<file path="src/hw/sgdd_defs.svh">
`ifndef SGDD_DEFS_SVH
`define SGDD_DEFS_SVH

// Register byte offsets
`define SGDD_OFS_DESC_LO 8'h00
`define SGDD_OFS_DESC_HI 8'h04
`define SGDD_OFS_CTRL 8'h08
`define SGDD_OFS_CMD 8'h0C
`define SGDD_OFS_STATUS 8'h10
`define SGDD_OFS_TARGET_SEL 8'h14
`define SGDD_OFS_TARGET_OFS 8'h18
`define SGDD_OFS_PARAM 8'h1C
`define SGDD_OFS_CODE_ATTR 8'h20
`define SGDD_OFS_HIDDEN_LO 8'h24
`define SGDD_OFS_HIDDEN_HI 8'h28
`define SGDD_STATE_PAGE 4'h4

// Descriptor upper-word fields
`define SGDD_BIT_CLASS 12
`define SGDD_BIT_LONG 21
`define SGDD_BIT_DSIZE 22

// System type codes
`define SGDD_T_RSV0 4'h0
`define SGDD_T_TASK16_AVL 4'h1
`define SGDD_T_LOCAL 4'h2
`define SGDD_T_TASK16_BUSY 4'h3
`define SGDD_T_CALL16 4'h4
`define SGDD_T_TASK_GATE 4'h5
`define SGDD_T_INT16 4'h6
`define SGDD_T_TRAP16 4'h7
`define SGDD_T_RSV8 4'h8
`define SGDD_T_TASK32_AVL 4'h9
`define SGDD_T_RSVA 4'hA
`define SGDD_T_TASK32_BUSY 4'hB
`define SGDD_T_CALL32 4'hC
`define SGDD_T_RSVD 4'hD
`define SGDD_T_INT32 4'hE
`define SGDD_T_TRAP32 4'hF

// Table source codes
`define SGDD_TBL_GLOBAL 2'h0
`define SGDD_TBL_LOCAL 2'h1
`define SGDD_TBL_VECTOR 2'h2

// Command bits, sizes, reset values, bus answers
`define SGDD_CMD_USE 0
`define SGDD_CMD_SUSPEND 1
`define SGDD_CMD_RESTART 2
`define SGDD_PBYTES_32 3'h4
`define SGDD_PBYTES_16 3'h2
`define SGDD_STATE_WORDS 4
`define SGDD_STATE_LAST 3'h3
`define SGDD_RST_WORD 32'h0000_0000
`define SGDD_RESP_OKAY 2'h0
`define SGDD_RESP_SLVERR 2'h2

`endif

</file>
<file path="src/hw/sgdd_pkg.sv">
package sgdd_pkg;

  typedef enum logic [3:0] {
    KIND_ILLEGAL = 4'h0,
    KIND_LOCAL_LIST = 4'h1,
    KIND_TASK_AVL16 = 4'h2,
    KIND_TASK_AVL32 = 4'h3,
    KIND_TASK_BUSY16 = 4'h4,
    KIND_TASK_BUSY32 = 4'h5,
    KIND_CALL16 = 4'h6,
    KIND_CALL32 = 4'h7,
    KIND_TASK_GATE = 4'h8,
    KIND_INT16 = 4'h9,
    KIND_INT32 = 4'hA,
    KIND_TRAP16 = 4'hB,
    KIND_TRAP32 = 4'hC,
    KIND_CODE = 4'hD,
    KIND_DATA = 4'hE
  } sgdd_kind_e;

  typedef enum logic [2:0] {
    ST_IDLE = 3'b001,
    ST_SAVE = 3'b010,
    ST_RESTORE = 3'b100
  } sgdd_state_e;

  typedef struct packed {
    logic [1:0] table_src;
    logic priv_raise;
    logic long_mode;
  } sgdd_ctrl_s;

  typedef struct packed {
    sgdd_kind_e kind;
    logic fault;
    logic [15:0] target_sel;
    logic [31:0] target_ofs;
    logic [4:0] param_cnt;
    logic [2:0] param_bytes;
    logic stack_switch;
    logic mode64;
    logic op32;
    logic addr64;
    logic base_zero;
    logic limit_skip;
    logic canon_chk;
  } sgdd_result_s;

endpackage : sgdd_pkg

</file>
<file path="src/hw/sgdd_state_mem.sv">
`timescale 1ns/1ps
`include "sgdd_defs.svh"
module sgdd_state_mem (
  // Clock and reset
  input wire logic core_clk_in,
  input wire logic reset_in,
  // Access port
  input wire logic wr_en_in,
  input wire logic [1:0] addr_in,
  input wire logic [31:0] wr_data_in,
  output logic [31:0] rd_data_out
);
  logic [31:0] mem [`SGDD_STATE_WORDS];

  // Cleared at reset so a restart before any suspend restores zeros
  always_ff @(posedge core_clk_in or posedge reset_in) begin
    if (reset_in) begin
      for (int i = 0; i < `SGDD_STATE_WORDS; i++) begin
        mem[i] <= `SGDD_RST_WORD;
      end
    end else if (wr_en_in) begin
      mem[addr_in] <= wr_data_in;
    end
  end

  always_ff @(posedge core_clk_in or posedge reset_in) begin
    if (reset_in) begin
      rd_data_out <= `SGDD_RST_WORD;
    end else begin
      rd_data_out <= mem[addr_in];
    end
  end
endmodule : sgdd_state_mem

</file>
<file path="src/hw/sgdd_top.sv">
// Implementation choices: the placing of the registers and the AXI4-Lite slave port.
`timescale 1ns/1ps
`include "sgdd_defs.svh"
// Functional notes
// [RULE1] Class bit zero means system descriptor, classified by four-bit type.
// [RULE2] Types 0000, 1000, 1010, 1101 decode as reserved illegal.
// [RULE3] 0010 local list; 0001/1001 available, 0011/1011 busy task areas.
// [RULE4] Call, task, interrupt and trap gate codes; gates point at code.
// [RULE5] Compatibility mode uses the legacy system layout.
// [RULE6] Suspend saves processor state into the task area; restart restores.
// [RULE7] Software builds a task area and points the task register at it.
// [RULE8] Call gates accepted from global or local list only.
// [RULE9] Interrupt and trap gates accepted from the vector list only.
// [RULE10] Task gates accepted from any list, including the vector list.
// [RULE11] Entry offset is upper[31:16] over lower[15:0], loaded into pointer.
// [RULE12] Code selector lower[31:16] loaded on call, interrupt or trap transfer.
// [RULE13] Task gates carry a task-area selector in lower[31:16].
// [RULE14] Call gates carry a five-bit parameter count in upper[4:0].
// [RULE15] Stack switch with copying only for call gate to higher privilege.
// [RULE16] Parameters are 4 bytes for 32-bit gates, 2 for 16-bit.
// [RULE17] In long mode the long bit picks 64-bit or compatibility mode.
// [RULE18] Compatibility mode reads code descriptors exactly as legacy.
// [RULE19] Ignored fields still load into the hidden segment copy.
// [RULE20] Long bit is upper bit 21; reserved in legacy mode.
// [RULE21] Long bit set requires size bit clear; both set is reserved.
// [RULE22] 64-bit code: base zero, no limit checks, canonical check instead.
// [RULE23] Using a reserved type raises a protection fault, no load.
// [RULE24] Reserved ignored gate fields never change decode results.
module sgdd_top
  import sgdd_pkg::*;
(
  // Clock and reset
  input wire logic core_clk_in,
  input wire logic reset_in,
  // AXI4-Lite write channels
  input wire logic [7:0] s_axi_awaddr_in,
  input wire logic s_axi_awvalid_in,
  output logic s_axi_awready_out,
  input wire logic [31:0] s_axi_wdata_in,
  input wire logic [3:0] s_axi_wstrb_in,
  input wire logic s_axi_wvalid_in,
  output logic s_axi_wready_out,
  output logic [1:0] s_axi_bresp_out,
  output logic s_axi_bvalid_out,
  input wire logic s_axi_bready_in,
  // AXI4-Lite read channels
  input wire logic [7:0] s_axi_araddr_in,
  input wire logic s_axi_arvalid_in,
  output logic s_axi_arready_out,
  output logic [31:0] s_axi_rdata_out,
  output logic [1:0] s_axi_rresp_out,
  output logic s_axi_rvalid_out,
  input wire logic s_axi_rready_in,
  // Control-transfer results
  output logic [15:0] code_sel_out,
  output logic [31:0] instruction_pointer_out,
  output logic [15:0] task_sel_out,
  output logic xfer_done_out,
  output logic gp_fault_out,
  output logic busy_out
);

  function automatic logic is_gate(input sgdd_kind_e k);
    return k inside {KIND_CALL16, KIND_CALL32, KIND_TASK_GATE, KIND_INT16,
                     KIND_INT32, KIND_TRAP16, KIND_TRAP32};
  endfunction : is_gate

  function automatic logic is_state_word(input logic [7:0] a);
    return a[7:4] == `SGDD_STATE_PAGE;
  endfunction : is_state_word

  function automatic logic [31:0] apply_strb(input logic [31:0] old,
                                             input logic [31:0] wd,
                                             input logic [3:0] st);
    logic [31:0] r;
    r = old;
    for (int i = 0; i < 4; i++) begin
      if (st[i]) begin
        r[i*8 +: 8] = wd[i*8 +: 8];
      end
    end
    return r;
  endfunction : apply_strb

  function automatic sgdd_result_s decode_desc(input logic [31:0] lo,
                                               input logic [31:0] hi,
                                               input sgdd_ctrl_s c);
    sgdd_result_s r;
    logic bad_tbl;
    r = '0;
    bad_tbl = 1'b0;
    if (hi[`SGDD_BIT_CLASS]) begin
      if (hi[11]) begin
        r.kind = KIND_CODE;
        r.op32 = hi[`SGDD_BIT_DSIZE]; // [RULE18]
        r.addr64 = 1'b0;
        // Outside long mode the long bit is reserved and never looked at
        if (c.long_mode && hi[`SGDD_BIT_LONG]) begin // [RULE17] [RULE20]
          r.mode64 = 1'b1;
          r.op32 = 1'b1;
          r.addr64 = 1'b1;
          r.base_zero = 1'b1; // [RULE22]
          r.limit_skip = 1'b1;
          r.canon_chk = 1'b1;
          r.fault = hi[`SGDD_BIT_DSIZE]; // [RULE21]
        end
      end else begin
        r.kind = KIND_DATA;
      end
    end else begin
      // Same legacy table whether or not long mode is on
      unique case (hi[11:8]) // [RULE1] [RULE5]
        `SGDD_T_LOCAL: r.kind = KIND_LOCAL_LIST; // [RULE3]
        `SGDD_T_TASK16_AVL: r.kind = KIND_TASK_AVL16;
        `SGDD_T_TASK32_AVL: r.kind = KIND_TASK_AVL32;
        `SGDD_T_TASK16_BUSY: r.kind = KIND_TASK_BUSY16;
        `SGDD_T_TASK32_BUSY: r.kind = KIND_TASK_BUSY32;
        `SGDD_T_CALL16: r.kind = KIND_CALL16; // [RULE4]
        `SGDD_T_CALL32: r.kind = KIND_CALL32;
        `SGDD_T_TASK_GATE: r.kind = KIND_TASK_GATE;
        `SGDD_T_INT16: r.kind = KIND_INT16;
        `SGDD_T_INT32: r.kind = KIND_INT32;
        `SGDD_T_TRAP16: r.kind = KIND_TRAP16;
        `SGDD_T_TRAP32: r.kind = KIND_TRAP32;
        default: r.kind = KIND_ILLEGAL; // [RULE2]
      endcase
    end
    if (r.kind inside {KIND_CALL16, KIND_CALL32}) begin
      bad_tbl = c.table_src != `SGDD_TBL_GLOBAL && c.table_src != `SGDD_TBL_LOCAL; // [RULE8]
      r.param_cnt = hi[4:0]; // [RULE14]
      r.param_bytes = (r.kind == KIND_CALL32) ? `SGDD_PBYTES_32 : `SGDD_PBYTES_16; // [RULE16]
      r.stack_switch = c.priv_raise; // [RULE15]
    end
    if (r.kind inside {KIND_INT16, KIND_INT32, KIND_TRAP16, KIND_TRAP32}) begin
      bad_tbl = c.table_src != `SGDD_TBL_VECTOR; // [RULE9]
    end
    if (r.kind == KIND_TASK_GATE) begin
      bad_tbl = c.table_src > `SGDD_TBL_VECTOR; // [RULE10]
    end
    // Only named fields are picked; upper[7:5] and other ignored bits never enter
    if (is_gate(r.kind)) begin // [RULE24]
      r.target_sel = lo[31:16]; // [RULE12] [RULE13]
      if (r.kind != KIND_TASK_GATE) begin
        r.target_ofs = {hi[31:16], lo[15:0]}; // [RULE11]
      end
    end
    r.fault = r.fault | bad_tbl | (r.kind == KIND_ILLEGAL); // [RULE23]
    if (r.fault) begin
      r.target_sel = 16'h0000;
      r.target_ofs = 32'h0000_0000;
      r.stack_switch = 1'b0;
    end
    return r;
  endfunction : decode_desc

  // Bus slave state
  logic aw_held;
  logic [7:0] aw_addr;
  logic w_held;
  logic [31:0] w_data;
  logic [3:0] w_strb;
  logic wr_go;
  logic wr_ok;
  logic [7:0] wa;
  logic [7:0] ra;
  logic [31:0] rd_mux;
  logic rd_ok;

  // Block state
  logic [31:0] desc_lo;
  logic [31:0] desc_hi;
  sgdd_ctrl_s ctrl;
  logic [31:0] live_state [`SGDD_STATE_WORDS];
  sgdd_result_s res;
  sgdd_result_s dec;
  logic res_valid;
  logic [31:0] hidden_lo;
  logic [31:0] hidden_hi;
  sgdd_state_e state;
  logic [2:0] step;
  logic [2:0] step_m1;
  logic cmd_wr;
  logic use_go;
  logic suspend_go;
  logic restart_go;
  logic [31:0] mem_rdata;

  assign s_axi_awready_out = !aw_held && !s_axi_bvalid_out;
  assign s_axi_wready_out = !w_held && !s_axi_bvalid_out;
  assign s_axi_arready_out = !s_axi_rvalid_out;
  assign wr_go = aw_held && w_held && !s_axi_bvalid_out;
  assign wa = {aw_addr[7:2], 2'b00};
  assign ra = {s_axi_araddr_in[7:2], 2'b00};
  assign wr_ok = wa inside {`SGDD_OFS_DESC_LO, `SGDD_OFS_DESC_HI, `SGDD_OFS_CTRL,
                            `SGDD_OFS_CMD} || is_state_word(wa);
  assign dec = decode_desc(desc_lo, desc_hi, ctrl);
  assign cmd_wr = wr_go && wa == `SGDD_OFS_CMD && w_strb[0];
  assign use_go = cmd_wr && w_data[`SGDD_CMD_USE];
  assign suspend_go = cmd_wr && w_data[`SGDD_CMD_SUSPEND] && state == ST_IDLE;
  // Suspend outranks restart when both bits are written together
  assign restart_go = cmd_wr && w_data[`SGDD_CMD_RESTART] && !w_data[`SGDD_CMD_SUSPEND] &&
                      state == ST_IDLE;
  assign step_m1 = step - 3'h1;
  assign busy_out = state != ST_IDLE;

  always_ff @(posedge core_clk_in or posedge reset_in) begin
    if (reset_in) begin
      aw_held <= 1'b0;
      aw_addr <= 8'h00;
      w_held <= 1'b0;
      w_data <= `SGDD_RST_WORD;
      w_strb <= 4'h0;
    end else begin
      if (s_axi_awvalid_in && s_axi_awready_out) begin
        aw_held <= 1'b1;
        aw_addr <= s_axi_awaddr_in;
      end else if (wr_go) begin
        aw_held <= 1'b0;
      end
      if (s_axi_wvalid_in && s_axi_wready_out) begin
        w_held <= 1'b1;
        w_data <= s_axi_wdata_in;
        w_strb <= s_axi_wstrb_in;
      end else if (wr_go) begin
        w_held <= 1'b0;
      end
    end
  end

  always_ff @(posedge core_clk_in or posedge reset_in) begin
    if (reset_in) begin
      s_axi_bvalid_out <= 1'b0;
      s_axi_bresp_out <= `SGDD_RESP_OKAY;
    end else if (wr_go) begin
      s_axi_bvalid_out <= 1'b1;
      s_axi_bresp_out <= wr_ok ? `SGDD_RESP_OKAY : `SGDD_RESP_SLVERR;
    end else if (s_axi_bready_in) begin
      s_axi_bvalid_out <= 1'b0;
    end
  end

  always_comb begin
    rd_mux = `SGDD_RST_WORD;
    rd_ok = 1'b1;
    if (is_state_word(ra)) begin
      rd_mux = live_state[ra[3:2]];
    end else begin
      case (ra)
        `SGDD_OFS_DESC_LO: rd_mux = desc_lo;
        `SGDD_OFS_DESC_HI: rd_mux = desc_hi;
        `SGDD_OFS_CTRL: rd_mux = {28'h0, ctrl};
        `SGDD_OFS_CMD: rd_mux = `SGDD_RST_WORD;
        `SGDD_OFS_STATUS: rd_mux = {25'h0, res_valid, busy_out, res.fault, res.kind};
        `SGDD_OFS_TARGET_SEL: rd_mux = {16'h0, res.target_sel};
        `SGDD_OFS_TARGET_OFS: rd_mux = res.target_ofs;
        `SGDD_OFS_PARAM: rd_mux = {15'h0, res.stack_switch, 5'h0, res.param_bytes,
                                   3'h0, res.param_cnt};
        `SGDD_OFS_CODE_ATTR: rd_mux = {26'h0, res.canon_chk, res.limit_skip, res.base_zero,
                                       res.addr64, res.op32, res.mode64};
        `SGDD_OFS_HIDDEN_LO: rd_mux = hidden_lo;
        `SGDD_OFS_HIDDEN_HI: rd_mux = hidden_hi;
        default: rd_ok = 1'b0;
      endcase
    end
  end

  always_ff @(posedge core_clk_in or posedge reset_in) begin
    if (reset_in) begin
      s_axi_rvalid_out <= 1'b0;
      s_axi_rdata_out <= `SGDD_RST_WORD;
      s_axi_rresp_out <= `SGDD_RESP_OKAY;
    end else if (s_axi_arvalid_in && s_axi_arready_out) begin
      s_axi_rvalid_out <= 1'b1;
      s_axi_rdata_out <= rd_mux;
      s_axi_rresp_out <= rd_ok ? `SGDD_RESP_OKAY : `SGDD_RESP_SLVERR;
    end else if (s_axi_rready_in) begin
      s_axi_rvalid_out <= 1'b0;
    end
  end

  always_ff @(posedge core_clk_in or posedge reset_in) begin
    if (reset_in) begin
      desc_lo <= `SGDD_RST_WORD;
      desc_hi <= `SGDD_RST_WORD;
      ctrl <= '0;
    end else if (wr_go) begin
      if (wa == `SGDD_OFS_DESC_LO) begin
        desc_lo <= apply_strb(desc_lo, w_data, w_strb);
      end
      if (wa == `SGDD_OFS_DESC_HI) begin
        desc_hi <= apply_strb(desc_hi, w_data, w_strb);
      end
      if (wa == `SGDD_OFS_CTRL && w_strb[0]) begin
        ctrl <= w_data[3:0];
      end
    end
  end

  // Software writes to the state words are dropped while a save or restore runs
  for (genvar g = 0; g < `SGDD_STATE_WORDS; g++) begin : g_live
    always_ff @(posedge core_clk_in or posedge reset_in) begin
      if (reset_in) begin
        live_state[g] <= `SGDD_RST_WORD;
      end else if (state == ST_RESTORE && step != 3'h0 && step_m1[1:0] == g) begin
        live_state[g] <= mem_rdata; // [RULE6]
      end else if (wr_go && state == ST_IDLE && is_state_word(wa) && wa[3:2] == g) begin
        live_state[g] <= apply_strb(live_state[g], w_data, w_strb);
      end
    end
  end

  always_ff @(posedge core_clk_in or posedge reset_in) begin
    if (reset_in) begin
      state <= ST_IDLE;
      step <= 3'h0;
    end else begin
      unique case (state)
        ST_IDLE: begin
          step <= 3'h0;
          if (suspend_go) begin
            state <= ST_SAVE; // [RULE6]
          end else if (restart_go) begin
            state <= ST_RESTORE;
          end
        end
        ST_SAVE: begin
          step <= step + 3'h1;
          if (step == `SGDD_STATE_LAST) begin
            state <= ST_IDLE;
          end
        end
        ST_RESTORE: begin
          // One extra step because the memory read data arrive a cycle late
          step <= step + 3'h1;
          if (step == `SGDD_STATE_LAST + 3'h1) begin
            state <= ST_IDLE;
          end
        end
        default: state <= ST_IDLE;
      endcase
    end
  end

  sgdd_state_mem u_state_mem (
    .core_clk_in(core_clk_in),
    .reset_in(reset_in),
    .wr_en_in(state == ST_SAVE),
    .addr_in(step[1:0]),
    .wr_data_in(live_state[step[1:0]]),
    .rd_data_out(mem_rdata)
  );

  always_ff @(posedge core_clk_in or posedge reset_in) begin
    if (reset_in) begin
      res <= '0;
      res_valid <= 1'b0;
      xfer_done_out <= 1'b0;
      gp_fault_out <= 1'b0;
    end else begin
      xfer_done_out <= use_go && !dec.fault && is_gate(dec.kind);
      gp_fault_out <= use_go && dec.fault; // [RULE23]
      if (use_go) begin
        res <= dec;
        res_valid <= 1'b1;
      end
    end
  end

  always_ff @(posedge core_clk_in or posedge reset_in) begin
    if (reset_in) begin
      code_sel_out <= 16'h0000;
      instruction_pointer_out <= `SGDD_RST_WORD;
      task_sel_out <= 16'h0000;
      hidden_lo <= `SGDD_RST_WORD;
      hidden_hi <= `SGDD_RST_WORD;
    end else if (use_go && !dec.fault) begin
      if (is_gate(dec.kind) && dec.kind != KIND_TASK_GATE) begin
        code_sel_out <= dec.target_sel; // [RULE12]
        instruction_pointer_out <= dec.target_ofs; // [RULE11]
      end
      if (dec.kind == KIND_TASK_GATE) begin
        task_sel_out <= dec.target_sel; // [RULE13]
      end
      if (dec.kind == KIND_CODE) begin
        hidden_lo <= desc_lo; // [RULE19]
        hidden_hi <= desc_hi;
      end
    end
  end
endmodule : sgdd_top

</file>
<file path="config.mk">
export PLATFORM = sky130hd
export DESIGN_NAME = sgdd_top
export DESIGN_NICKNAME = d
export VERILOG_FILES = /design/src/hw/sgdd_pkg.sv /design/src/hw/sgdd_state_mem.sv /design/src/hw/sgdd_top.sv
export VERILOG_INCLUDE_DIRS = /design/src /design/src/hw
export SDC_FILE = /design/constraint.sdc
export NUM_CORES = 1
export LEC_CHECK = 0
export BUFFER_PORTS_ARGS = -buffer_cell sky130_fd_sc_hd__buf_4
export CAP_MARGIN = 15
export CORE_MARGIN = 2
export CORE_UTILIZATION = 35
export DETAILED_ROUTE_END_ITERATION = 10
export GPL_TIMING_DRIVEN = 0
export PLACE_DENSITY_LB_ADDON = 0.1
export SLEW_MARGIN = 40
export SYNTH_ARGS = -nofsm -noshare
export SYNTH_HDL_FRONTEND = slang
export SYNTH_SLANG_ARGS = --single-unit
</file>
<file path="constraint.sdc">
create_clock -name core_clk_in -period 37.9 [get_ports core_clk_in]
set_clock_uncertainty 0.2 [all_clocks]
set_input_delay 7.58 -clock core_clk_in [delete_from_list [all_inputs] [get_ports core_clk_in]]
set_output_delay 7.58 -clock core_clk_in [all_outputs]
set_load 0.1 [all_outputs]
</file>
Word-level counts from Yosys, hierarchy flattened
Memory sizes are Yosys's and may differ from the RTL's.
Cells that the tools add are included.
{ "word_totals": {"register_bits": 645, "mem_bits_ro": 64, "input_bits": 59, "out_inout_bits": 108, "word_cells": 285, "mem_count": 1} }
{ "mem_list": {"columns": ["memory", "words", "word_bits", "rd", "rd_clocked_by_memory_dff", "wr", "line", "text"], "rows": [
  ["(no name shown)", 16, 4, 1, 0, 0, "sgdd_top.sv:112", "unique case (hi[11:8])"]
]} }
{ "op_classes": {"add_sub_neg": 2, "n_lt_le_gt_ge": 4, "n_eq_ne": 41, "n_mux": 60, "bitwise": 4, "n_reduce_logical": 108} }
{ "op_table": {"columns": ["operator", "n"], "rows": [
  ["two-way mux 32 bit", 17],
  ["one-hot mux 32 bit (10 select lines)", 1],
  ["binary-select mux 32 bit (select 2 bit)", 3],
  ["bitwise mux 128 bit", 1],
  ["two-way mux 48 bit", 2],
  ["demux 32 bit (select 2 bit)", 1],
  ["nonzero test 2 bit", 27],
  ["AND reduction 2 bit", 20],
  ["logical AND 1 bit", 34],
  ["two-way mux 8 bit", 4],
  ["AND reduction 3 bit", 9],
  ["equality test 4 bit (second input constant)", 6],
  ["equality test 6 x 2 -> 1 bit (second input constant)", 4],
  ["equality test 6 x 3 -> 1 bit (second input constant)", 4],
  ["equality test 6 x 4 -> 1 bit (second input constant)", 3],
  ["two-way mux 6 bit", 3],
  ["equality test 4 x 3 -> 1 bit (second input constant)", 4],
  ["zero test 8 bit", 2],
  ["two-way mux 1 bit", 16],
  ["two-way mux 3 bit", 5],
  ["equality test 6 x 1 -> 1 bit (second input constant)", 2],
  ["OR reduction 11 bit", 1],
  ["two-way mux 9 bit", 1],
  ["one-hot mux 3 bit (3 select lines)", 1],
  ["other kinds (28)", 48]
]} }

Depth between registers and ports, before layout
{ "logic_depth": {"ltp_word": 12, "ltp_mapped": 12, "depth_no_buf": 8} }

By module
A second synthesis with hierarchy kept.
{ "unflattened": {"cells_unflattened": 2179, "hier_area_um2": 28871.4} }
{ "modules_own_cells": {"columns": ["module", "instances", "cells_per_inst", "area_per_inst_um2", "seq_area_each_um2"], "rows": [
  ["sgdd_top", 1, 1834, 22511.6, 11912.7],
  ["sgdd_state_mem", 1, 345, 6359.8, 4003.8]
]} }

Worst setup path after synthesis
No wires, ideal clock.
{ "synth_timing": {"path_type": "register to output", "from": "reg s_axi_bvalid_out", "to": "out s_axi_wready_out", "arrival_time_ns": 2.201, "required_time_ns": 30.120, "slack_ns": 27.919, "stages_incl_launch_ff": 2, "path_buffers": 0, "cell_sequence": "dfrtp_1 -> nor2_1"} }
{ "synth_via": {"elab_chain_cells": 2} }
{ "synth_rtl": {"columns": ["item", "line", "text"], "rows": [
  ["start: declaration", "sgdd_top.sv:44", "output logic s_axi_bvalid_out,"],
  ["start signal: assignment", "sgdd_top.sv:232", "s_axi_bvalid_out <= 1'b0;"],
  ["start signal: assignment", "sgdd_top.sv:235", "s_axi_bvalid_out <= 1'b1;"],
  ["start signal: assignment", "sgdd_top.sv:238", "s_axi_bvalid_out <= 1'b0;"],
  ["zero test 1 bit", "sgdd_top.sv:189", "assign s_axi_wready_out = !w_held && !s_axi_bvalid_out;"],
  ["logical AND 1 bit", "sgdd_top.sv:189", null],
  ["end: declaration", "sgdd_top.sv:42", "output logic s_axi_wready_out,"]
]} }
Every way passes these cells.

Worst setup path in the final report
{ "layout_timing": {"from": "reg state[0]", "to": "out busy_out"} }
{ "layout_via": {"elab_chain_cells": 1} }
{ "layout_rtl": {"columns": ["item", "line", "text"], "rows": [
  ["start: declaration", "sgdd_top.sv:179", "sgdd_state_e state;"],
  ["start signal: assignment", "sgdd_top.sv:314", "state <= ST_IDLE;"],
  ["start signal: assignment", "sgdd_top.sv:321", "state <= ST_SAVE;"],
  ["start signal: assignment", "sgdd_top.sv:323", "state <= ST_RESTORE;"],
  ["inequality test 3 x 1 -> 1 bit", "sgdd_top.sv:204", "assign busy_out = state != ST_IDLE;"],
  ["end: declaration", "sgdd_top.sv:60", "output logic busy_out"]
]} }
Every way passes these cells.

==> flow_metrics.tcl <==
set metrics [dict create \
    status "finished clean" \
    synth_edf_count 0 \
    drv_slew 0 \
    portBuffers 160 \
    htreeDepth 3 \
    synth_mux_area_frac 0.2642 \
    tightest_slew_ps 923.8 \
    synth_compound_area_frac 0.08417 \
    cts.clk_slew.worst_paths_ps 60 \
    synth_top_cell_by_area "dfrtp_1" \
    drc_errors 0 \
    fmax_ghz 0.09697 \
    syn_inst 2207 \
    crit_path_max_fanout 10 \
    ys_warn_count 0 \
    synth_area_leaders "dfrtp_1 56%, mux2_2 11%, mux4_2 7.6%" \
    ys_types 65 \
    critPathKind "reg2out" \
    cts_setup_buffers 0 \
    seqPwrFrac 0.459 \
    hold_viol 0 \
    synth_most_common_cell "dfrtp_1" \
    dp.cells 3437 \
    p_leak_nw 15.12 \
    fp.dieH_um 289.6 \
    ioPinCount 167 \
    die-width_um 289.6 \
    clock-root-buffer "clkbuf_16" \
    cts_sinks 636 \
    cts_tree "built" \
    dpl-instance-area_um2 31360 \
    pre_cts_slack_ps 27350 \
    power_density_nw_per_um2 61.62 \
    grt_setup_unrepaired "false" \
    gr-usage-met1 0.3116 \
    detail-route-antenna-nets 0 \
    grt_max_degree 82 \
    dpl.hpwl_mm 68.82 \
    end_kind "primary output" \
    track_usage 0.2296 \
    hold_buffers 0 \
    hold_slack_ps 269.1 \
    avgRoutedWirePerCell_um 26.81 \
    cts.repair.resized 0 \
    place_congestion 0.8904 \
    power_mw 2.079 \
    setup_ws_ps 27590 \
    setup_violations 0 \
    viasPerCell 5.542 \
    min_period_ps 10310 \
    vias 19750 \
    yosysSeqAreaShare 0.5576 \
    drt_iter0_drc 1822 \
    postRouteWirelength_mm 95.54 \
    antenna_found_initial 1 \
    top_usage_layer "met2" \
    synth_area_per_cell_um2 12.93 \
    rows 104 \
    initial_core_util 0.3538 \
    use_met3 0.03336 \
    post-route-period-util 0.2721 \
    die_area_um2 83850 \
    p_sw_frac 0.3423 \
    area_delta_synth_final_pct 18.19 \
    synthAdderAreaFrac 0.004384 \
    ys.flop_type "dfrtp_1" \
    p_int_mw 1.367 \
    max-vdd-ir-drop_v 0.00003415 \
    required_ps 30120 \
    nNetsFinal 2521 \
    ff2ff_setup_slack_ps 33330 \
    max_slew_margin 0.3841 \
    drv_cap 0 \
    final_util 0.4181 \
    n_antenna_cell 0 \
    numCtsBuffers 73 \
    synthSimpleGateAreaFrac 0.06391 \
    overflow 0 \
    p_sw_uw 711.6 \
    syn_area_um2 28540 \
    met2_usage 0.3687 \
    core-area_um2 80680 \
    hp-class "reg2reg" \
    synth_top_family_by_area "multiplexers" \
    synth_common_cells "635 x dfrtp_1, 268 x mux2_2, 257 x nand2_1" \
    synthXorXnorAreaFrac 0 \
    ys_ff_latch 636 \
    first_global_vias 20620 \
    async_flop_share 1.000 \
    post_layout_nonfiller_instances 3564 \
    synth_top_area_frac 0.5567 \
    power.share.clock 0.337 \
    drive_gt1_frac 0.2907 \
    design_area_um2 33730 \
    cp.arrival_ps 2530 \
    timing.setup.tns_ps 0 \
    worstSkewPairLatency_ps 620 \
    p_comb_frac 0.204 \
    grt_pass1_wl_mm 140.2 \
    cts_buffer_depth 3 \
    drt_pass1_iterations 7 \
    cp-start-kind "flip-flop" \
]
## power groups by stage
stage	Clock (mW)	Combinational, mW	Sequential (mW)
floorplan	0	0.247	0.939
global placement	0	0.406	0.957
detailed placement	0	0.421	0.964
CTS	0.717	0.422	0.952
global route	0.746	0.459	0.968
finish	0.701	0.424	0.954
## critical path: stages (launching register included)
cell and delay (ps):
dfstp_2 510, clkbuf_1 320, nor3b_1 580, inv_1 220, buf_4 290
## sequential cells by signal, indices dropped and copies added (netlist names), 4 cells and up
name,cells
aw_addr,6
code_sel_out,16
ctrl,4
desc_hi,32
desc_lo,32
hidden_hi,32
hidden_lo,32
instruction_pointer_out,32
live_state,128
res,63
s_axi_rdata_out,32
task_sel_out,16
u_state_mem.mem,128
u_state_mem.rd_data_out,32
w_data,32
w_strb,4
## per-layer routing
metal | share of wire | up-vias
li1 | - | 8613
met5 | 0 | -
met1 | 0.44 | 10350
met2 | 0.47 | 628
met3 | 0.052 | 166
met4 | 0.040 | 0
## cells in the final DEF, fill, tap and decap left out, types with 44 or more instances in the layout
| cell type | instances |
|---|---|
| a222oi_1 | 44 |
| buf_4 | 163 |
| clkbuf_1 | 97 |
| clkbuf_16 | 75 |
| dfrtp_1 | 635 |
| mux2_1 | 78 |
| mux2_2 | 268 |
| mux2i_1 | 148 |
| mux4_2 | 96 |
| nand2_1 | 257 |
| nor2_1 | 60 |
| o21ai_0 | 191 |
## cells by family (layout without fill, tap and decap cells)
kind of cell	Yosys count	after routing
AO/OA/AOI/OAI	368	368
adder cells (fa/ha/maj)	10	10
buffers and inverters	180	476
flip-flops	636	636
multiplexers	590	590
other	1	2
AND/OR/NAND/NOR	422	422
## final timing paths
check                                from         endpoint  cells past startpoint
worst max-delay path             state[0]         busy_out                      4
worst min-delay path            res_valid        res_valid                      1
worst max register to register    step[0]  live_state[122]                     12
worst min register to register  res_valid        res_valid                      1
max in group asynchronous        reset_in         state[0]                      5
min in group asynchronous        reset_in       desc_lo[1]                      2
## layout make-up
type,count,area [µm²]
buffer,149,649.4
clock buffer,108,2201
clock inverter,19,161.4
fill,7592,46940
inverter,31,123.9
multi-input combinational,1392,11930
sequential,636,15920
tap,1060,1326
timing repair buffer,169,1426
No activity file was read; power rests on OpenSTA's default activity.
